[src/logic/plrd_pkg.sv]
package plrd_pkg;
   // Register byte addresses on the APB
   localparam logic [7:0] ADDR_LOOP_CTRL = 8'h00;
   localparam logic [7:0] ADDR_BW_CTRL = 8'h04;
   localparam logic [7:0] ADDR_RANGE = 8'h08;
   localparam logic [7:0] ADDR_REF_DIV = 8'h0C;
   localparam logic [7:0] ADDR_STATE = 8'h10;
   // Loop control register fields
   localparam int LC_IRQ_EN = 7;
   localparam int LC_FLAG = 6;
   localparam int LC_LOOP_ON = 5;
   localparam int LC_BASE_SEL = 4;
   // Bandwidth control register fields
   localparam int BW_AUTO = 7;
   localparam int BW_LOCK = 6;
   // Mode input register fields
   localparam int ST_WAIT = 0;
   localparam int ST_STOP = 1;
   localparam int ST_OSC_STOP_EN = 2;
   localparam int ST_BREAK = 3;
   localparam int ST_BREAK_CLR_EN = 4;
   // Reset values
   localparam logic [7:0] RANGE_RST = 8'h40;
   localparam logic [3:0] REF_DIV_RST = 4'h1;
   localparam logic LOOP_ON_RST = 1'b1;
endpackage

[src/logic/plrd_ctrl.sv]
// Register access over APB and the register offsets were decided locally.
`timescale 1ns/100ps
`default_nettype none
// Notes on behaviour
// - Range writes ignored while loop on
// - Zero range disables loop, clears select
// - Select cannot set with zero range
// - Range resets to 64
// - Divider writes ignored while loop on
// - Divider zero acts as one
// - Divider resets to one
// - Divider upper nibble reads zero
// - Auto mode lock change sets flag
// - Flag sets regardless of enable
// - Manual mode: no interrupt, flag reads zero
// - Select accepted even while unlocked
// - Wait leaves everything unchanged
// - Stop without oscillator option: clock, enable and interrupt outputs low
// - Stop clears base clock select
// - Stop with option keeps oscillator
// - Break with clear enable: reads clear
// - Break without clear enable: flag kept
// - Loop control read clears flag
// - Base clock is half selected source
// - Interrupt only when enable set
module plrd_ctrl (
   input wire logic REF_CLK, // System clock, 250 MHz
   input wire logic RST_N, // Asynchronous reset, active low
   input wire logic PSEL, // APB select
   input wire logic PENABLE, // APB access phase
   input wire logic PWRITE, // APB direction
   input wire logic [7:0] PADDR, // APB byte address
   input wire logic [31:0] PWDATA, // APB write data
   output logic [31:0] PRDATA, // APB read data
   output logic PREADY, // APB ready
   output logic PSLVERR, // APB error on unmapped address
   input wire logic LOCK_IN, // Lock indicator from analog loop
   input wire logic XTAL_CLK_IN, // Crystal clock level, sampled
   input wire logic VCO_CLK_IN, // VCO clock level, sampled
   input wire logic WAIT_IN, // Wait low-power state
   input wire logic STOP_IN, // Stop low-power state
   input wire logic OSC_STOP_EN, // Oscillator runs in stop
   input wire logic BREAK_IN, // Debug break active
   input wire logic BREAK_CLR_EN, // Break clear enable
   output logic LOOP_ENABLE, // Loop power on to analog
   output logic OSC_ENABLE, // Oscillator enable
   output logic [7:0] RANGE_OUT, // Range multiplier to VCO
   output logic [3:0] REF_DIV_OUT, // Effective reference divider
   output logic XTAL_CLK_OUT, // Gated crystal clock
   output logic BASE_CLK_OUT, // Base clock, half source
   output logic IRQ // Lock change interrupt
);
   // Synchronisers for asynchronous inputs
   logic [1:0] lock_sync_ff; // Lock two-stage
   logic [1:0] xclk_sync_ff; // Crystal two-stage
   logic [1:0] vclk_sync_ff; // VCO two-stage
   logic [1:0] wait_sync_ff; // Wait two-stage
   logic [1:0] stop_sync_ff; // Stop two-stage
   logic [1:0] ose_sync_ff; // Oscillator option two-stage
   logic [1:0] brk_sync_ff; // Break two-stage
   logic [1:0] bce_sync_ff; // Break clear two-stage
   logic lock_d_ff; // Previous synchronised lock
   logic xclk_d_ff; // Previous crystal level
   logic vclk_d_ff; // Previous VCO level
   // Register state
   logic [7:0] range_ff; // Range multiplier
   logic [3:0] ref_div_ff; // Reference divider
   logic loop_on_ff; // Loop enable
   logic base_sel_ff; // Base clock select
   logic irq_en_ff; // Interrupt enable
   logic flag_ff; // Lock change flag
   logic auto_ff; // Automatic bandwidth
   logic base_clk_ff; // Base clock divider output
   logic [31:0] nxt_prdata; // Read mux
   // Decoded strobes and states
   logic wr_acc, rd_acc; // Access phase strobes
   logic lock_s, stop_s, brk_s; // Synchronised levels
   logic lock_edge; // Lock transition pulse
   logic range_zero; // Range all zero
   logic rd_lc; // Loop control read
   logic clr_ok; // Read may clear flag
   logic osc_off; // Oscillator stopped
   logic xclk_rise, vclk_rise; // Source edges
   logic wait_s; // Wait level, observed only

   assign lock_s = lock_sync_ff[1];
   assign stop_s = stop_sync_ff[1];
   assign brk_s = brk_sync_ff[1];
   assign wait_s = wait_sync_ff[1];

   // Two flip-flops on every outside input except the APB bus
   always_ff @(posedge REF_CLK or negedge RST_N) begin
      if (!RST_N) begin
         lock_sync_ff <= 2'h0;
         xclk_sync_ff <= 2'h0;
         vclk_sync_ff <= 2'h0;
         wait_sync_ff <= 2'h0;
         stop_sync_ff <= 2'h0;
         ose_sync_ff <= 2'h0;
         brk_sync_ff <= 2'h0;
         bce_sync_ff <= 2'h0;
      end else begin
         lock_sync_ff <= {lock_sync_ff[0], LOCK_IN};
         xclk_sync_ff <= {xclk_sync_ff[0], XTAL_CLK_IN};
         vclk_sync_ff <= {vclk_sync_ff[0], VCO_CLK_IN};
         wait_sync_ff <= {wait_sync_ff[0], WAIT_IN};
         stop_sync_ff <= {stop_sync_ff[0], STOP_IN};
         ose_sync_ff <= {ose_sync_ff[0], OSC_STOP_EN};
         brk_sync_ff <= {brk_sync_ff[0], BREAK_IN};
         bce_sync_ff <= {bce_sync_ff[0], BREAK_CLR_EN};
      end
   end

   // APB decode; zero wait states
   assign PREADY = 1'b1;
   assign wr_acc = PSEL & PENABLE & PWRITE;
   assign rd_acc = PSEL & PENABLE & ~PWRITE;
   assign PSLVERR = PSEL & PENABLE & (PADDR != plrd_pkg::ADDR_LOOP_CTRL)
      & (PADDR != plrd_pkg::ADDR_BW_CTRL) & (PADDR != plrd_pkg::ADDR_RANGE)
      & (PADDR != plrd_pkg::ADDR_REF_DIV) & (PADDR != plrd_pkg::ADDR_STATE);
   assign rd_lc = rd_acc & (PADDR == plrd_pkg::ADDR_LOOP_CTRL);
   assign clr_ok = ~brk_s | bce_sync_ff[1];
   assign range_zero = (range_ff == 8'h00);

   always_ff @(posedge REF_CLK or negedge RST_N) begin
      if (!RST_N) begin
         lock_d_ff <= 1'b0;
      end else begin
         lock_d_ff <= lock_s;
      end
   end
   assign lock_edge = lock_s ^ lock_d_ff;

   always_ff @(posedge REF_CLK or negedge RST_N) begin
      if (!RST_N) begin
         range_ff <= plrd_pkg::RANGE_RST;
      end else if (wr_acc && PADDR == plrd_pkg::ADDR_RANGE && !loop_on_ff) begin
         range_ff <= PWDATA[7:0];
      end
   end

   always_ff @(posedge REF_CLK or negedge RST_N) begin
      if (!RST_N) begin
         ref_div_ff <= plrd_pkg::REF_DIV_RST;
      end else if (wr_acc && PADDR == plrd_pkg::ADDR_REF_DIV && !loop_on_ff) begin
         ref_div_ff <= PWDATA[3:0];
      end
   end

   // Loop enable; a write cannot clear it while base select set
   always_ff @(posedge REF_CLK or negedge RST_N) begin
      if (!RST_N) begin
         loop_on_ff <= plrd_pkg::LOOP_ON_RST;
      end else if (range_zero) begin
         loop_on_ff <= 1'b0;
      end else if (stop_s) begin
         loop_on_ff <= 1'b0;
      end else if (wr_acc && PADDR == plrd_pkg::ADDR_LOOP_CTRL) begin
         loop_on_ff <= PWDATA[plrd_pkg::LC_LOOP_ON] | base_sel_ff;
      end
   end

   // Base clock select interlocks
   always_ff @(posedge REF_CLK or negedge RST_N) begin
      if (!RST_N) begin
         base_sel_ff <= 1'b0;
      end else if (range_zero) begin
         base_sel_ff <= 1'b0;
      end else if (stop_s) begin
         base_sel_ff <= 1'b0;
      end else if (wr_acc && PADDR == plrd_pkg::ADDR_LOOP_CTRL) begin
         // lock not checked; needs loop on
         base_sel_ff <= PWDATA[plrd_pkg::LC_BASE_SEL] & loop_on_ff;
      end
   end

   // Interrupt enable and bandwidth mode; enable only writable in auto
   always_ff @(posedge REF_CLK or negedge RST_N) begin
      if (!RST_N) begin
         irq_en_ff <= 1'b0;
         auto_ff <= 1'b0;
      end else begin
         if (wr_acc && PADDR == plrd_pkg::ADDR_LOOP_CTRL && auto_ff) begin
            irq_en_ff <= PWDATA[plrd_pkg::LC_IRQ_EN];
         end
         if (wr_acc && PADDR == plrd_pkg::ADDR_BW_CTRL) begin
            auto_ff <= PWDATA[plrd_pkg::BW_AUTO];
         end
      end
   end

   // Lock change flag; a set wins over a read clear
   always_ff @(posedge REF_CLK or negedge RST_N) begin
      if (!RST_N) begin
         flag_ff <= 1'b0;
      end else if (!auto_ff) begin
         flag_ff <= 1'b0;
      end else if (lock_edge) begin
         flag_ff <= 1'b1;
      end else if (rd_lc && clr_ok) begin
         flag_ff <= 1'b0;
      end
   end

   // Read mux
   always_comb begin
      nxt_prdata = 32'h0000_0000;
      if (PADDR == plrd_pkg::ADDR_LOOP_CTRL) begin
         nxt_prdata[plrd_pkg::LC_IRQ_EN] = irq_en_ff & auto_ff;
         nxt_prdata[plrd_pkg::LC_FLAG] = flag_ff & auto_ff;
         nxt_prdata[plrd_pkg::LC_LOOP_ON] = loop_on_ff;
         nxt_prdata[plrd_pkg::LC_BASE_SEL] = base_sel_ff;
      end else if (PADDR == plrd_pkg::ADDR_BW_CTRL) begin
         nxt_prdata[plrd_pkg::BW_AUTO] = auto_ff;
         nxt_prdata[plrd_pkg::BW_LOCK] = lock_s & auto_ff;
      end else if (PADDR == plrd_pkg::ADDR_RANGE) begin
         nxt_prdata[7:0] = range_ff;
      end else if (PADDR == plrd_pkg::ADDR_REF_DIV) begin
         nxt_prdata[3:0] = ref_div_ff;
      end else if (PADDR == plrd_pkg::ADDR_STATE) begin
         nxt_prdata[plrd_pkg::ST_WAIT] = wait_s;
         nxt_prdata[plrd_pkg::ST_STOP] = stop_s;
         nxt_prdata[plrd_pkg::ST_OSC_STOP_EN] = ose_sync_ff[1];
         nxt_prdata[plrd_pkg::ST_BREAK] = brk_s;
         nxt_prdata[plrd_pkg::ST_BREAK_CLR_EN] = bce_sync_ff[1];
      end
   end
   // Read data combinational in the access phase of a zero-wait slave
   assign PRDATA = rd_acc ? nxt_prdata : 32'h0000_0000;

   // Source edge detection on sampled clocks
   always_ff @(posedge REF_CLK or negedge RST_N) begin
      if (!RST_N) begin
         xclk_d_ff <= 1'b0;
         vclk_d_ff <= 1'b0;
      end else begin
         xclk_d_ff <= xclk_sync_ff[1];
         vclk_d_ff <= vclk_sync_ff[1];
      end
   end
   assign xclk_rise = xclk_sync_ff[1] & ~xclk_d_ff;
   assign vclk_rise = vclk_sync_ff[1] & ~vclk_d_ff;
   // oscillator stops only without the option
   assign osc_off = stop_s & ~ose_sync_ff[1];

   // toggle on each rising edge of the selected source
   always_ff @(posedge REF_CLK or negedge RST_N) begin
      if (!RST_N) begin
         base_clk_ff <= 1'b0;
      end else if (osc_off) begin
         base_clk_ff <= 1'b0;
      end else if (base_sel_ff ? vclk_rise : xclk_rise) begin
         base_clk_ff <= ~base_clk_ff;
      end
   end

   // Outputs; wait has no effect on any of them
   assign LOOP_ENABLE = loop_on_ff;
   assign OSC_ENABLE = ~osc_off;
   assign RANGE_OUT = range_ff;
   assign REF_DIV_OUT = (ref_div_ff == 4'h0) ? 4'h1 : ref_div_ff;
   assign XTAL_CLK_OUT = xclk_sync_ff[1] & ~osc_off;
   assign BASE_CLK_OUT = base_clk_ff;
   assign IRQ = flag_ff & irq_en_ff & auto_ff & ~osc_off;

   // Lock change must set the flag next cycle in auto mode
   property p_flag_set;
      @(posedge REF_CLK) disable iff (!RST_N)
         auto_ff && lock_edge |=> flag_ff || !auto_ff;
   endproperty
   a_flag_set: assert property (p_flag_set) else $error("flag not set");

   property p_range_hold;
      @(posedge REF_CLK) disable iff (!RST_N)
         loop_on_ff |=> $stable(range_ff);
   endproperty
   a_range_hold: assert property (p_range_hold) else $error("range changed");

   property p_div_hold;
      @(posedge REF_CLK) disable iff (!RST_N)
         loop_on_ff |=> $stable(ref_div_ff);
   endproperty
   a_div_hold: assert property (p_div_hold) else $error("divider changed");

   property p_zero_range;
      @(posedge REF_CLK) disable iff (!RST_N)
         range_zero |=> !base_sel_ff && !loop_on_ff;
   endproperty
   a_zero_range: assert property (p_zero_range) else $error("zero range");

   property p_irq_gate;
      @(posedge REF_CLK) disable iff (!RST_N)
         IRQ |-> irq_en_ff && flag_ff && auto_ff;
   endproperty
   a_irq_gate: assert property (p_irq_gate) else $error("irq ungated");

   property p_manual_flag;
      @(posedge REF_CLK) disable iff (!RST_N)
         !auto_ff |=> !flag_ff;
   endproperty
   a_manual_flag: assert property (p_manual_flag) else $error("manual flag");

   property p_break_keep;
      @(posedge REF_CLK) disable iff (!RST_N)
         flag_ff && auto_ff && brk_s && !bce_sync_ff[1] && rd_lc |=> flag_ff;
   endproperty
   a_break_keep: assert property (p_break_keep) else $error("flag lost");

   property p_read_clear;
      @(posedge REF_CLK) disable iff (!RST_N)
         rd_lc && clr_ok && !lock_edge && auto_ff ##1 auto_ff |-> !flag_ff;
   endproperty
   a_read_clear: assert property (p_read_clear) else $error("no clear");

   property p_stop_sel;
      @(posedge REF_CLK) disable iff (!RST_N)
         stop_s |=> !base_sel_ff && !loop_on_ff;
   endproperty
   a_stop_sel: assert property (p_stop_sel) else $error("stop select");

   property p_stop_low;
      @(posedge REF_CLK) disable iff (!RST_N)
         osc_off |-> !XTAL_CLK_OUT && !IRQ ##1 (!BASE_CLK_OUT || !osc_off);
   endproperty
   a_stop_low: assert property (p_stop_low) else $error("stop outputs");
endmodule
`default_nettype wire

[config.mk]
export PLATFORM = sky130hd
export DESIGN_NAME = plrd_ctrl
export DESIGN_NICKNAME = d
export VERILOG_FILES = /design/src/logic/plrd_pkg.sv /design/src/logic/plrd_ctrl.sv
export SDC_FILE = /design/constraint.sdc
export NUM_CORES = 1
export LEC_CHECK = 0
export BUFFER_PORTS_ARGS = -buffer_cell sky130_fd_sc_hd__buf_2
export CORE_ASPECT_RATIO = 0.7
export CORE_MARGIN = 2
export CORE_UTILIZATION = 30
export CTS_CLUSTER_DIAMETER = 50
export CTS_CLUSTER_SIZE = 16
export DETAILED_ROUTE_END_ITERATION = 8
export SETUP_SLACK_MARGIN = 0.3
export SLEW_MARGIN = 15
export SYNTH_ARGS = -nofsm -noshare
export SYNTH_HDL_FRONTEND = slang
export SYNTH_SLANG_ARGS = --single-unit
export TNS_END_PERCENT = 5
[constraint.sdc]
create_clock -name REF_CLK -period 4.27 [get_ports REF_CLK]
set_input_delay 0.854 -clock REF_CLK [delete_from_list [all_inputs] [get_ports REF_CLK]]
set_output_delay 0.854 -clock REF_CLK [all_outputs]
set_load 0.05 [all_outputs]
==> flow_metrics.py, run 1 <==
metrics = {
    "run_status": {
        "status": "finished clean",
    },
    "layout": {
        "final.fill_count": 641,
        "areaGrowthSynthToFinish_pct": 17.3,
        "postLayoutCellArea_sq_mm": 0.00223,
        "diodes": 0,
        "nets": 273,
        "layoutNonFillerInstCount": 299,
        "drive_gt1_share_pct": 41.2,
    },
    "global_route": {
        "grt_max_degree": 38,
        "track_usage_pct": 13.1,
        "grt.overflow.total": 0,
        "grt_pass1_vias": 1315,
        "grt_antenna_before_repair": 0,
        "grt_pass1_wl_mm": 6.89,
    },
    "place": {
        "dp.cells": 291,
        "place_congestion": 0.821,
        "place_area_sq_mm": 0.00214,
        "hpwlAfterDp_mm": 3.39,
        "port_buffers": 54,
    },
    "critical_path": {
        "cpMostUsedCell": "buf_2",
        "cpMaxStageDelayCell": "nor3_2",
        "r2r_cells": 3,
        "critPathArrivalTime_ns": 2.47,
        "critical_path_class": "in2out",
        "path_max_fanout": 10,
        "path_cells": "buf_2 -> nor3_2 -> o2111ai_1 -> a221oi_1 -> buf_2",
        "r2r-end": "base_sel_ff$_DFFE_PN0P_",
        "timing.rr.start": "RANGE_OUT[0]$_DFFE_PN0P_",
        "critPathRequiredTime_ns": 3.42,
        "path_buf_inv": 2,
        "critPathTopFamily": "compound AO/OA/AOI/OAI gates",
        "r2r_setup_slack_ns": 2.72,
        "critPathLaunchType": "primary input",
        "slowest_delay_ns": 0.58,
        "endpoint_kind": "output pin",
    },
    "detailed_routing": {
        "vias": 1434,
        "wl_per_cell_um": 15.0,
        "vias_per_cell": 4.80,
        "drc": 0,
        "first_pass_iters": 4,
        "drt_wl_total_mm": 4.47,
        "first_iter_violations": 78,
        "postRouteAntennaNets": 0,
    },
    "hold_path": {
        "hold-path-endpoint": "xclk_sync_ff[1]$_DFF_PN0_",
        "hold_path_depth": 0,
        "min_path_type": "reg2reg",
        "worstHoldStart": "xclk_sync_ff[0]$_DFF_PN0_",
    },
    "logic_synthesis": {
        "async_flop_share_pct": 100,
        "synth_cell_type_count": 44,
        "ys.flop_type": "dfrtp_1",
        "synth_edf_count": 0,
        "avgSynthCellArea_sq_um": 11.4,
        "synth-seq-cells": 37,
        "yosysSeqAreaShare_pct": 48.9,
        "netlist_area_sq_mm": 0.00190,
        "yosys_warnings": 0,
        "synth_cells": 166,
    },
    "sta": {
        "slew_headroom_pct": 44.3,
        "fmax_ghz": 0.301,
        "hold_viol_final": 0,
        "rsz0062_at_grt": "no",
        "finalCritPeriodShare_pct": 77.9,
        "worst_pin_slew_ns": 0.835,
        "fin_skew_ns": 0.00746,
        "tns_ns": 0,
        "setup_viol": 0,
        "maxSlewViolCount": 0,
        "post-route-min-period_ns": 3.32,
    },
    "power_and_ir_drop": {
        "seqPwrFrac_pct": 50.1,
        "power_density_mw_per_mm2": 331,
        "p_comb_share_pct": 16.9,
        "p_sw_w": 0.000239,
        "internal-power_w": 0.000499,
        "p_clk_share_pct": 33.0,
        "swShare_pct": 32.3,
        "ir_drop_v": 0.000144,
        "p_leak_nw": 1.08,
    },
    "clock_tree": {
        "htree_num_levels": 2,
        "cts_resized": 0,
        "root_buffer": "clkbuf_8",
        "cts_buffers": 5,
        "clock_latency_ns": 0.30,
        "postCtsHoldBufs": 0,
        "clkSinkCount": 37,
        "cts_tree": "done",
        "clock_path_buffers": 2,
        "clk_pin_slew_ns": 0.07,
        "cts_setup_buffers": 0,
    },
    "die": {
        "core_area_sq_mm": 0.00619,
        "io_pins": 104,
        "rows": 24,
        "dieArea_sq_mm": 0.00699,
        "start_util_pct": 30.7,
        "die-width_um": 99.1,
        "die_h_um": 70.6,
    },
    "run": {
        "maxCapViolations": 0,
    },
}
## logic make-up (layout without fill, tap and decap cells)
kind of cell | Yosys count | after routing | share of synthesized area (%)
buffers and inverters | 38 | 70 | 13.1
multiplexers | 16 | 16 | 9.35
flip-flops | 37 | 37 | 48.9
AO/OA/AOI/OAI | 26 | 26 | 10.1
AND/OR/NAND/NOR | 46 | 46 | 17.6
XOR/XNOR | 1 | 1 | 0.461
other | 2 | 25 | 0.395
## per-stage QoR
step,total power [W],hold WS (ns),util (%),setup WS (ns)
global route,0.000769,0.363,36.0,0.860
global placement,0.000500,0.332,34.6,1.03
detailed placement,0.000501,0.335,34.6,1.02
floorplan,0.000481,0.331,-,0.658
finish,0.000738,0.350,36.0,0.945
CTS,0.000745,0.352,36.0,1.02
## area by class of cell
cell class,count,area [sq um],share of cell area [%]
Sequential cell,37,930,41.7
Tap cell,78,97.6,4.38
Clock inverter,3,17.5,0.786
Clock buffer,5,68.8,3.09
Multi-Input combinational cell,114,807,36.2
Timing Repair Buffer,56,285,12.8
Inverter,6,22.5,1.01
## cell usage in the layout (no fill, tap or decap), types with 4 or more instances in the layout
cell type | netlist | final
clkbuf_8 | 0 | 5
nor3_1 | 4 | 4
nand4_1 | 6 | 6
o211ai_1 | 4 | 4
mux2_2 | 14 | 14
o21ai_0 | 5 | 5
nand3_1 | 10 | 10
conb_1 | 2 | 25
buf_2 | 0 | 54
dfrtp_1 | 34 | 34
inv_1 | 6 | 6
## state kept, by name, summed over array words and instances, names as in the netlist, 2 cells and up
| signal | flops |
|---|---|
| ref_div_ff | 4 |
| brk_sync_ff | 2 |
| xclk_sync_ff | 2 |
| wait_sync_ff | 2 |
| bce_sync_ff | 2 |
| stop_sync_ff | 2 |
| ose_sync_ff | 2 |
| RANGE_OUT | 8 |
| lock_sync_ff | 2 |
| vclk_sync_ff | 2 |
## synthesized netlist by cell type, types with 3 or more instances
library cell  count  area [sq um]
a21oi_1           3          15.0
a31oi_1           3          18.8
buf_4            28           210
clkbuf_1          3          11.3
dfrtp_1          34           851
dfstp_2           3          78.8
inv_1             6          22.5
mux2_2           14           158
nand3_1          10          50.1
nand4_1           6          37.5
nor3_1            4          20.0
nor3b_1           3          22.5
o2111ai_1         3          26.3
o211ai_1          4          30.0
o21ai_0           5          25.0
or3_1             3          18.8
## worst max-delay path by stage
stage,startpoint,to,depth (start not counted)
5_1_grt,PADDR[7],PRDATA[3],5
6_report,PADDR[7],PRDATA[3],5
4_1_cts,PADDR[7],PRDATA[3],5
3_5_place_dp,PADDR[7],PRDATA[3],5
3_3_place_gp,PADDR[7],PRDATA[3],5
2_1_floorplan,PADDR[3],PRDATA[2],5
## power by group through the flow
stage / clock network (W) / logic (W) / registers [W]
global placement: 0 / 0.000124 / 0.000376
CTS: 0.000251 / 0.000125 / 0.000369
detailed placement: 0 / 0.000125 / 0.000376
finish: 0.000244 / 0.000125 / 0.000369
floorplan: 0 / 0.0000986 / 0.000383
global route: 0.000265 / 0.000132 / 0.000371
## routing by layer
| layer | vias up | global-route usage (%) | part of all wire (%) |
|---|---|---|---|
| met3 | 7 | 4.35 | 8.3 |
| met5 | - | 0 | 0 |
| met2 | 63 | 17.8 | 42 |
| met1 | 693 | 19.2 | 48 |
| li1 | 671 | - | - |
| met4 | 0 | 5.02 | 1.4 |
Power figures use the tool's default switching activity.
==> inputs of run 2 (changes only) <==
==> constraint.sdc (replaced) <==
create_clock -name REF_CLK -period 3.4 [get_ports REF_CLK]
set_input_delay 0.68 -clock REF_CLK [delete_from_list [all_inputs] [get_ports REF_CLK]]
set_output_delay 0.68 -clock REF_CLK [all_outputs]
set_load 0.05 [all_outputs]
==> flow_metrics.py, run 2 (synthesis results as in run 1) <==
metrics = {
    "sta": {
        "finalCritPeriodShare_pct": 86.7,
        "maxSlewViolCount": 0,
        "post-route-min-period_ns": 2.95,
        "hold_viol_final": 0,
        "hold_slack_ns": 0.351,
        "fin_ws_ns": 0.452,
        "tns_ns": 0,
        "worst_pin_slew_ns": 0.836,
        "rsz0062_at_grt": "no",
        "slew_headroom_pct": 44.3,
        "fmax_ghz": 0.339,
        "setup_viol": 0,
        "fin_skew_ns": 0.00474,
    },
    "global_route": {
        "grt_use_met2_pct": 19.7,
        "grt_max_degree": 38,
        "grt_antenna_before_repair": 0,
        "top_usage_layer": "met2",
        "use_met3_pct": 4.05,
        "grt_pass1_wl_mm": 7.13,
        "grtUsageMet1_pct": 19.5,
        "track_usage_pct": 13.3,
        "grt.overflow.total": 0,
        "grt_pass1_vias": 1371,
    },
    "detailed_routing": {
        "drt_wl_total_mm": 4.47,
        "wl_per_cell_um": 14.9,
        "first_pass_iters": 4,
        "drc": 0,
        "vias_per_cell": 4.80,
        "first_iter_violations": 93,
        "vias": 1441,
        "postRouteAntennaNets": 0,
    },
    "clock_tree": {
        "htree_num_levels": 2,
        "postCtsHoldBufs": 0,
        "clkSinkCount": 37,
        "clock_path_buffers": 2,
        "cts_setup_buffers": 0,
        "clk_pin_slew_ns": 0.08,
        "cts_resized": 0,
        "cts_buffers": 5,
        "clock_latency_ns": 0.29,
        "cts_tree": "done",
        "root_buffer": "clkbuf_8",
    },
    "run": {
        "maxCapViolations": 0,
    },
    "hold_path": {
        "min_path_type": "reg2reg",
    },
    "layout": {
        "nets": 274,
        "areaGrowthSynthToFinish_pct": 18.9,
        "largest_register_ffs": 8,
        "mostFrequentLayoutCells": "54 x buf_2, 34 x dfrtp_1, 25 x conb_1",
        "final_common_cell": "buf_2",
        "drive_gt1_share_pct": 41.9,
        "diodes": 0,
    },
    "critical_path": {
        "critPathLaunchType": "primary input",
        "slowest_delay_ns": 0.55,
        "critPathRequiredTime_ns": 2.72,
        "endpoint_kind": "output pin",
        "cpMaxStageDelayCell": "nor3_2",
        "cpMostUsedCell": "buf_2",
        "path_max_fanout": 10,
        "critical_path_class": "in2out",
        "critPathArrivalTime_ns": 2.27,
        "path_cells": "buf_2 -> nor3_2 -> nand4_1 -> a221oi_1 -> buf_2",
    },
    "run_status": {
        "status": "finished clean",
    },
    "die": {
        "io_pins": 104,
        "die_h_um": 70.6,
        "rows": 24,
        "start_util_pct": 30.7,
        "die-width_um": 99.1,
        "dieArea_sq_mm": 0.00699,
        "core_area_sq_mm": 0.00619,
    },
    "power_and_ir_drop": {
        "ir_drop_v": 0.000227,
        "power_density_mw_per_mm2": 416,
        "p_leak_nw": 1.09,
    },
    "place": {
        "dp_slack_ns": 0.415,
        "port_buffers": 54,
        "hpwlAfterDp_mm": 3.56,
        "place_congestion": 0.802,
    },
}
run 2: through the flow:
stage                     power (W)  utilization, %  cell area (sq um)  instances
after global routing       0.000996            36.5               2260        300
after global placement     0.000629            34.9               2160        292
final                      0.000939            36.5               2260        300
after detailed placement   0.000632            34.9               2160        292
after floorplan            0.000605               -               1990        189
after CTS                  0.000954            36.4               2250        300
run 2: routing by layer:
layer / share of wire [%] / vias to the layer above / wire (um)
met5: 0 / - / 0
met3: 7.4 / 2 / 333
met4: 0.22 / 0 / 10
li1: - / 670 / -
met1: 48 / 707 / 2130
met2: 45 / 62 / 2000
run 2: cell type report:
cell class	instances	area (sq um)
multi-input cells	114	822
fillers	633	3930
clock inverters	3	25.0
flip-flops and latches	37	930
clock buffers	5	68.8
repair buffers	57	293
inverters	6	22.5
well taps	78	97.6
run 2: where the power goes:
group	switching [W]	internal, W	total (W)
sequential	0.00000852	0.000455	0.000464
combinational	0.000129	0.0000310	0.000160
clock	0.000166	0.000149	0.000316
total	0.000304	0.000636	0.000939
run 2: worst max-delay path: cells and delay by family:
family / cells / cell delay (ns)
AND/OR/NAND/NOR: 2 / 0.78
buffers and inverters: 2 / 0.46
AO/OA/AOI/OAI: 1 / 0.35
run 2: worst paths after layout:
path	from	end	slack, ns	cells after the start
min in group asynchronous	RST_N	stop_sync_ff[0]$_DFF_PN0_	0.49	1
setup / recovery	PADDR[7]	PRDATA[3]	0.45	5
max in group asynchronous	RST_N	RANGE_OUT[0]$_DFFE_PN0P_	2.38	1
hold reg to reg	lock_sync_ff[0]$_DFF_PN0_	lock_sync_ff[1]$_DFF_PN0_	0.35	0
setup reg to reg	RANGE_OUT[0]$_DFFE_PN0P_	base_sel_ff$_DFFE_PN0P_	1.87	3
hold / removal	lock_sync_ff[0]$_DFF_PN0_	lock_sync_ff[1]$_DFF_PN0_	0.35	0
